### config.mk
export PLATFORM = sky130hd
export DESIGN_NAME = servo_alarm_manager
export DESIGN_NICKNAME = d
export VERILOG_FILES = /design/src/servo_alarm_pkg.sv /design/src/flash_sequencer.sv /design/src/servo_alarm_manager.sv
export SDC_FILE = /design/constraint.sdc
export NUM_CORES = 1
export LEC_CHECK = 0
export BUFFER_PORTS_ARGS = -buffer_cell sky130_fd_sc_hd__buf_2
export CAP_MARGIN = 25
export CORE_ASPECT_RATIO = 1.1
export CORE_UTILIZATION = 57
export CTS_BUF_LIST = sky130_fd_sc_hd__clkbuf_8
export DETAILED_ROUTE_END_ITERATION = 7
export GPL_TIMING_DRIVEN = 1
export PLACE_DENSITY = 0.87
export SLEW_MARGIN = 10
export SYNTH_ARGS = -nofsm -noshare
export SYNTH_HDL_FRONTEND = slang
export SYNTH_SLANG_ARGS = --single-unit
### constraint.sdc
create_clock -name pclk -period 3.2 [get_ports pclk]
set_clock_uncertainty 0.2 [all_clocks]
set_input_delay 0.16 -clock pclk [delete_from_list [all_inputs] [get_ports pclk]]
set_output_delay 0.16 -clock pclk [all_outputs]
set_load 0.02 [all_outputs]
### src/servo_alarm_pkg.sv
package servo_alarm_pkg;

    // ----------------------------------------
    // clock and indicator timing
    // ----------------------------------------
    localparam int CLK_HZ = 50_000_000;
    localparam int FLASH_PHASE_MS = 250; // on or off time of one flash
    localparam int FLASH_PHASE_CYCLES = (CLK_HZ / 1000) * FLASH_PHASE_MS;
    localparam logic [3:0] GAP_PHASES = 4'h4; // dark phases between rounds

    // ----------------------------------------
    // apb register map (byte addresses)
    // ----------------------------------------
    localparam logic [7:0] ADDR_CAUTION_SEL = 8'h00;
    localparam logic [7:0] ADDR_COMMAND = 8'h04;
    localparam logic [7:0] ADDR_STATUS = 8'h08;
    localparam logic [7:0] ADDR_IRQ_STAT = 8'h0c;
    localparam logic [7:0] ADDR_IRQ_MASK = 8'h10;

    // ----------------------------------------
    // field layouts and reset values
    // ----------------------------------------
    localparam int WARN_W = 5;
    localparam int WARN_TORQUE_LIMIT = 0;
    localparam int WARN_ZERO_SPEED = 1;
    localparam int WARN_REGEN = 2;
    localparam int WARN_OVERLOAD = 3;
    localparam int WARN_FAN = 4;
    localparam logic [WARN_W-1:0] CAUTION_SEL_RESET = 5'h1f;

    localparam int CMD_PANEL_CLEAR = 0;

    localparam int ST_LATCHED = 0;
    localparam int ST_WARNING = 1;
    localparam int ST_DRIVE_ON = 2;
    localparam int ST_LOCKED = 3;
    localparam int ST_CODE_LSB = 8;
    localparam int ST_WARN_LSB = 16;

    localparam int IRQ_W = 4;
    localparam int IRQ_FAULT = 0;
    localparam int IRQ_WARN = 1;
    localparam int IRQ_CLEARED = 2;
    localparam int IRQ_REFUSED = 3;
    localparam logic [IRQ_W-1:0] IRQ_MASK_RESET = 4'h0;

    // ----------------------------------------
    // carriers
    // ----------------------------------------
    typedef struct packed {
        logic [3:0] tens;
        logic [3:0] ones;
    } bcd_code_s;

    typedef struct packed {
        logic valid;
        bcd_code_s code;
    } fault_event_s;

    // codes that only a power cycle releases
    function automatic logic power_cycle_only(input bcd_code_s c);
        case (c)
            8'h14, 8'h15, 8'h18, 8'h21, 8'h23, 8'h36,
            8'h37, 8'h48, 8'h49, 8'h95, 8'h96: power_cycle_only = 1'b1;
            default: power_cycle_only = 1'b0;
        endcase
    endfunction

endpackage

### src/flash_sequencer.sv
`timescale 1ns/1ps

// ----------------------------------------
// two-colour flash code sequencer
// ----------------------------------------
module flash_sequencer (
    // clock and reset
    input wire logic pclk,
    input wire logic presetn,
    // control
    input wire logic tick,
    input wire logic active,
    input wire servo_alarm_pkg::bcd_code_s code,
    // lamps
    output logic led_orange,
    output logic led_red
);
    import servo_alarm_pkg::*;

    typedef enum logic [5:0] {
        S_IDLE = 6'b000001,
        S_OR_ON = 6'b000010,
        S_OR_OFF = 6'b000100,
        S_RD_ON = 6'b001000,
        S_RD_OFF = 6'b010000,
        S_GAP = 6'b100000
    } flash_state_e;

    flash_state_e state;
    flash_state_e next_state;
    logic [3:0] cnt;
    logic [3:0] next_cnt;

    // next state of the flash walk
    always_comb begin
        next_state = state;
        next_cnt = cnt;
        case (state)
            S_IDLE: begin
                if (code.tens != 4'h0) begin
                    next_state = S_OR_ON;
                    next_cnt = code.tens;
                end else if (code.ones != 4'h0) begin
                    next_state = S_RD_ON;
                    next_cnt = code.ones;
                end else begin
                    next_state = S_GAP;
                    next_cnt = GAP_PHASES;
                end
            end
            S_OR_ON: begin
                if (tick) begin
                    next_state = S_OR_OFF;
                end
            end
            S_OR_OFF: begin
                if (tick && cnt != 4'h1) begin
                    next_state = S_OR_ON;
                    next_cnt = cnt - 4'h1;
                end else if (tick && code.ones != 4'h0) begin
                    next_state = S_RD_ON;
                    next_cnt = code.ones;
                end else if (tick) begin
                    next_state = S_GAP;
                    next_cnt = GAP_PHASES;
                end
            end
            S_RD_ON: begin
                if (tick) begin
                    next_state = S_RD_OFF;
                end
            end
            S_RD_OFF: begin
                if (tick && cnt != 4'h1) begin
                    next_state = S_RD_ON;
                    next_cnt = cnt - 4'h1;
                end else if (tick) begin
                    next_state = S_GAP;
                    next_cnt = GAP_PHASES;
                end
            end
            S_GAP: begin
                if (tick && cnt == 4'h1) begin
                    next_state = S_IDLE;
                end else if (tick) begin
                    next_cnt = cnt - 4'h1;
                end
            end
            default: begin
                next_state = S_IDLE;
            end
        endcase
        if (!active) begin
            next_state = S_IDLE;
            next_cnt = 4'h0;
        end
    end

    // state and lamp flops
    always_ff @(posedge pclk or negedge presetn) begin
        if (!presetn) begin
            state <= S_IDLE;
            cnt <= 4'h0;
            led_orange <= 1'b0;
            led_red <= 1'b0;
        end else begin
            state <= next_state;
            cnt <= next_cnt;
            led_orange <= (next_state == S_OR_ON);
            led_red <= (next_state == S_RD_ON);
        end
    end

endmodule // flash_sequencer

### src/servo_alarm_manager.sv
// Local design decisions: register access over APB and the register offsets.
`timescale 1ns/1ps

module servo_alarm_manager #(
    parameter int FLASH_CYCLES = servo_alarm_pkg::FLASH_PHASE_CYCLES
) (
    // clock and reset
    input wire logic pclk,
    input wire logic presetn,
    // apb slave
    input wire logic psel,
    input wire logic penable,
    input wire logic pwrite,
    input wire logic [7:0] paddr,
    input wire logic [31:0] pwdata,
    output logic [31:0] prdata,
    output logic pready,
    output logic pslverr,
    // detection logic
    input wire servo_alarm_pkg::fault_event_s fault_event,
    input wire logic [servo_alarm_pkg::WARN_W-1:0] warn_cond,
    // host pins
    input wire logic clear_pin,
    input wire logic run_pin,
    // drive, panel and interrupt outputs
    output logic fault_output,
    output logic warning_output,
    output logic power_stage_enable,
    output servo_alarm_pkg::bcd_code_s display_code,
    output logic led_alarm,
    output logic led_orange,
    output logic led_red,
    output logic irq
);
    import servo_alarm_pkg::*;

    // ----------------------------------------
    // declarations
    // ----------------------------------------
    logic clear_s1;
    logic clear_s2;
    logic clear_s3;
    logic run_s1;
    logic run_s2;
    logic latched;
    bcd_code_s code;
    logic [WARN_W-1:0] caution_select_param;
    logic [WARN_W-1:0] warn_prev;
    logic [IRQ_W-1:0] irq_stat;
    logic [IRQ_W-1:0] irq_mask;
    logic [31:0] div_cnt;
    logic flash_tick;

    // ----------------------------------------
    // pin synchronisers
    // ----------------------------------------
    // two flops per host pin, third flop for the clear edge
    always_ff @(posedge pclk or negedge presetn) begin
        if (!presetn) begin
            clear_s1 <= 1'b0;
            clear_s2 <= 1'b0;
            clear_s3 <= 1'b0;
            run_s1 <= 1'b0;
            run_s2 <= 1'b0;
        end else begin
            clear_s1 <= clear_pin;
            clear_s2 <= clear_s1;
            clear_s3 <= clear_s2;
            run_s1 <= run_pin;
            run_s2 <= run_s1;
        end
    end

    // ----------------------------------------
    // apb decode
    // ----------------------------------------
    wire setup_acc = psel && penable && !pready;
    wire done = psel && penable && pready;
    wire wr = done && pwrite;
    wire hit_sel = (paddr == ADDR_CAUTION_SEL);
    wire hit_cmd = (paddr == ADDR_COMMAND);
    wire hit_st = (paddr == ADDR_STATUS);
    wire hit_is = (paddr == ADDR_IRQ_STAT);
    wire hit_im = (paddr == ADDR_IRQ_MASK);
    wire hit_any = hit_sel || hit_cmd || hit_st || hit_is || hit_im;

    // ----------------------------------------
    // clear requests and fault latch
    // ----------------------------------------
    wire pin_clear = clear_s2 && !clear_s3;
    wire panel_clear = wr && hit_cmd && pwdata[CMD_PANEL_CLEAR];
    wire clear_req = pin_clear || panel_clear;
    wire locked = power_cycle_only(code);
    wire do_clear = latched && clear_req && !locked;
    wire refused = latched && clear_req && locked;
    wire new_fault = fault_event.valid && !latched;
    wire next_latched = new_fault || (latched && !do_clear);

    // fault latch holds the first code only
    always_ff @(posedge pclk or negedge presetn) begin
        if (!presetn) begin
            latched <= 1'b0;
            code <= '0;
        end else begin
            latched <= next_latched;
            if (new_fault) begin
                code <= fault_event.code;
            end
        end
    end

    // ----------------------------------------
    // drive outputs
    // ----------------------------------------
    wire [WARN_W-1:0] warn_sel = warn_cond & caution_select_param;
    wire [WARN_W-1:0] warn_rise = warn_sel & ~warn_prev;

    // fault, power stage, warning and display flops
    always_ff @(posedge pclk or negedge presetn) begin
        if (!presetn) begin
            fault_output <= 1'b0;
            power_stage_enable <= 1'b0;
            warning_output <= 1'b0;
            display_code <= '0;
            led_alarm <= 1'b0;
            warn_prev <= '0;
        end else begin
            fault_output <= next_latched;
            power_stage_enable <= run_s2 && !next_latched;
            warning_output <= |warn_sel;
            display_code <= next_latched ? (new_fault ? fault_event.code
                                                      : code) : '0;
            led_alarm <= next_latched;
            warn_prev <= warn_sel;
        end
    end

    // ----------------------------------------
    // flash rate divider and sequencer
    // ----------------------------------------
    wire div_end = (div_cnt == 32'(FLASH_CYCLES - 1));

    // one-cycle tick per flash phase
    always_ff @(posedge pclk or negedge presetn) begin
        if (!presetn) begin
            div_cnt <= 32'h0;
            flash_tick <= 1'b0;
        end else if (!latched || div_end) begin
            div_cnt <= 32'h0;
            flash_tick <= latched;
        end else begin
            div_cnt <= div_cnt + 32'h1;
            flash_tick <= 1'b0;
        end
    end

    flash_sequencer u_flash (
        .pclk(pclk),
        .presetn(presetn),
        .tick(flash_tick),
        .active(latched),
        .code(code),
        .led_orange(led_orange),
        .led_red(led_red)
    );

    // ----------------------------------------
    // interrupt status and mask
    // ----------------------------------------
    wire [IRQ_W-1:0] events = {refused, do_clear, |warn_rise, new_fault};
    wire [IRQ_W-1:0] w1c = (wr && hit_is) ? pwdata[IRQ_W-1:0] : '0;
    wire [IRQ_W-1:0] next_irq_stat = (irq_stat & ~w1c) | events;

    // sticky bits, a new event beats a clear
    always_ff @(posedge pclk or negedge presetn) begin
        if (!presetn) begin
            irq_stat <= '0;
            irq <= 1'b0;
        end else begin
            irq_stat <= next_irq_stat;
            irq <= |(next_irq_stat & irq_mask);
        end
    end

    // ----------------------------------------
    // software registers
    // ----------------------------------------
    // select and mask registers
    always_ff @(posedge pclk or negedge presetn) begin
        if (!presetn) begin
            caution_select_param <= CAUTION_SEL_RESET;
            irq_mask <= IRQ_MASK_RESET;
        end else begin
            if (wr && hit_sel) begin
                caution_select_param <= pwdata[WARN_W-1:0];
            end
            if (wr && hit_im) begin
                irq_mask <= pwdata[IRQ_W-1:0];
            end
        end
    end

    // ----------------------------------------
    // read path
    // ----------------------------------------
    logic [31:0] status_word;
    logic [31:0] rdata;

    // status word and read mux
    always_comb begin
        status_word = 32'h0;
        status_word[ST_LATCHED] = latched;
        status_word[ST_WARNING] = warning_output;
        status_word[ST_DRIVE_ON] = power_stage_enable;
        status_word[ST_LOCKED] = latched && locked;
        status_word[ST_CODE_LSB +: 8] = code;
        status_word[ST_WARN_LSB +: WARN_W] = warn_cond;
        rdata = 32'h0;
        if (hit_sel) begin
            rdata[WARN_W-1:0] = caution_select_param;
        end
        if (hit_st) begin
            rdata = status_word;
        end
        if (hit_is) begin
            rdata[IRQ_W-1:0] = irq_stat;
        end
        if (hit_im) begin
            rdata[IRQ_W-1:0] = irq_mask;
        end
    end

    // one wait state, answer registered
    always_ff @(posedge pclk or negedge presetn) begin
        if (!presetn) begin
            pready <= 1'b0;
            prdata <= 32'h0;
            pslverr <= 1'b0;
        end else begin
            pready <= setup_acc;
            prdata <= (setup_acc && !pwrite) ? rdata : 32'h0;
            pslverr <= setup_acc && !hit_any;
        end
    end

endmodule // servo_alarm_manager

==> flow_summary.ini <==
[run_status]
outcome = completed

[power]
pwr_density_cell_nw_per_um2 = 558
power_mw = 3.44
p_comb_frac = 0.259
swShare = 0.351
max-vdd-ir-drop_uv = 316
p_int_mw = 2.24
p_clk_frac = 0.232
switchingPower_mw = 1.21
seqPwrFrac = 0.509
power_leakage_nw = 2.93

[detailed_routing]
drtPass1Iterations = 5
vias = 4363
drtAntennaViolNets = 0
drt_wl_total_microns = 12400
drc = 0
wl_per_cell_microns = 16.9
viasPerCell = 5.95
first_iter_violations = 279

[cts]
cts_tree = done
clk_pin_slew_ns = 0.11
clockBufferDepth = 2
root_buffer = clkbuf_8
numCtsBuffers = 9
cts.sinks = 108
cts-htree-levels = 3
post_cts_buffers = 0
ctsResizeCount = 0
clock_latency_ns = 0.38

[synthesis]
synth_top_area_cell = dfrtp_1
ys_seq_area_frac = 0.514
syn_area_sq_um = 5280
synthDistinctLibCells = 61
yosys-top-cells-area = dfrtp_1 48%, nor2_1 4.1%, xor2_1 3.7%
ys_ff_latch = 108
synth-edff-count = 0
syn_avg_cell_area_sq_um = 10.2
synth_cells = 517
synth_top_area_share = 0.484
yosysWarnings = 0
async_reset_ff_frac = 1.00
yosys_most_used_dff = dfrtp_1

[grt]
overflow = 0
antenna_found_initial = 0
track_usage = 0.277
grt_max_degree = 52
grt_pass1_wl_microns = 20400
grt_pass1_vias = 4399

[layout]
regArea_sq_um = 2710
utilization = 0.693
area_growth_pct = 17.1
drive_gt1_frac = 0.204
final_nets = 678
multiInputGateArea_sq_um = 2320
final_cell_mix = 102 x dfrtp_1, 67 x buf_2, 58 x nor2_1
fillCellCount = 629
layout_commonest_cell = dfrtp_1
antennaDiodeCount = 0

[run]
drv_cap = 0

[floorplanning]
die_h_microns = 103
top_level_ports = 110
row_count = 36
die_w_microns = 93.7
start_util = 0.592
design.die.area_sq_um = 9650
core_region_area_sq_um = 8920

[timing]
fin_crit_ns = 2.78
period_share = 0.867
fmax_mhz = 360
fin_setup_tns_ns = 0
slew_viol_final = 0
tightest_slew_ns = 0.858
rsz0062_at_grt = no
hold_violations = 0
relSlewSlack = 0.423
setup_viol = 0

[critical_path]
startpoint_type = flop
worstSetupPathType = reg2reg
arrival_ns = 2.90
critPathMaxFanout = 11
critical_path_required_ns = 3.33
crit_path_end_kind = flop

[placement]
place.gp.congestion = 0.884
hpwl_microns = 8420
numPortBuffers = 68

[hold_path]
hp-class = in2reg
-- what timing repair did --
item | in CTS | in global routing
hold buffers | 31 | 0
hold endpoints to repair | 95 | 0
setup endpoints to repair | 0 | 0
-- cell families after synthesis --
group | after synthesis | share of synthesized area
adder cells (fa/ha/maj) | 3 | 0.00711
flip-flops | 108 | 0.514
AND/OR/NAND/NOR | 221 | 0.230
buffers and inverters | 61 | 0.0579
multiplexers | 20 | 0.0415
other | 1 | 0.000711
XOR/XNOR | 30 | 0.0498
AO/OA/AOI/OAI | 73 | 0.0998
-- area by class of cell --
cell class	count	area share
clock inverter	6	0.00851
inverter	26	0.0158
sequential	108	0.439
clock buffer	10	0.0223
tap	114	0.0231
multi-input combinational	361	0.375
timing repair buffer	108	0.117
-- sequential cells by signal, summed over array words and instances (netlist names), 4 cells and up --
signal / count
caution_select_param: 5
code: 8
display_code: 8
div_cnt: 32
irq_mask: 4
irq_stat: 4
prdata: 18
u_flash.cnt: 4
u_flash.state: 6
warn_prev: 5
-- power groups by stage --
stage,Clock (mW),Sequential [mW],Combinational [mW]
final,0.799,1.75,0.893
after global routing,0.858,1.78,0.981
after CTS,0.815,1.75,0.885
after detailed placement,0,1.77,0.848
after global placement,0,1.75,0.814
after floorplan,0,1.72,0.621
-- metal layers --
| layer | vias up | GRT usage | share of wire |
|---|---|---|---|
| li1 | 2003 | - | - |
| met1 | 2104 | 0.330 | 0.39 |
| met2 | 212 | 0.488 | 0.51 |
| met3 | 44 | 0.0435 | 0.069 |
| met4 | 0 | 0.138 | 0.032 |
| met5 | - | 0 | 0 |
-- per-stage QoR --
step	instances	worst slack, ns	instance area, sq um	hold WS [ns]
floorplan	530	0.699	5330	-0.336
CTS	733	0.483	6180	0.0459
finish	733	0.424	6180	0.0705
global placement	686	0.555	5680	0.00907
global route	733	0.284	6180	0.0805
detailed placement	686	0.510	5680	0.0166
-- Yosys cell counts, drive strengths merged (8+ instances only) --
cell type / instances
nor4: 12
nand4: 13
o21ai: 16
nor2b: 9
buf: 19
and3: 9
a21oi: 8
inv: 26
nor2: 58
nand2: 30
and2: 16
mux2: 15
nand3: 19
xor2: 22
clkbuf: 16
dfrtp: 102
nor3: 11
xnor2: 8
-- critical path, cell delays in order, from the launching register on --
cell and delay (ns):
dfrtp_1 0.53, nor4b_1 0.37, a211oi_1 0.08, o211ai_1 0.48, a21oi_1 0.20, nor4b_1 0.29, dlygate4sd3_1 0.58
-- path summary, 6_finish.rpt --
check / start / slack (ns) / endpoint / cells past startpoint
worst max-delay path: code[1] / 0.42 / prdata[3] / 6
worst min-delay path: penable / 0.07 / prdata[1] / 4
worst max register to register: code[1] / 0.42 / prdata[3] / 6
worst min register to register: clear_s1 / 0.17 / clear_s2 / 0
max in group asynchronous: presetn / 1.79 / caution_select_param[0] / 3
min in group asynchronous: presetn / 0.13 / warn_prev[4] / 2
No activity file was read; power rests on OpenSTA's default activity.
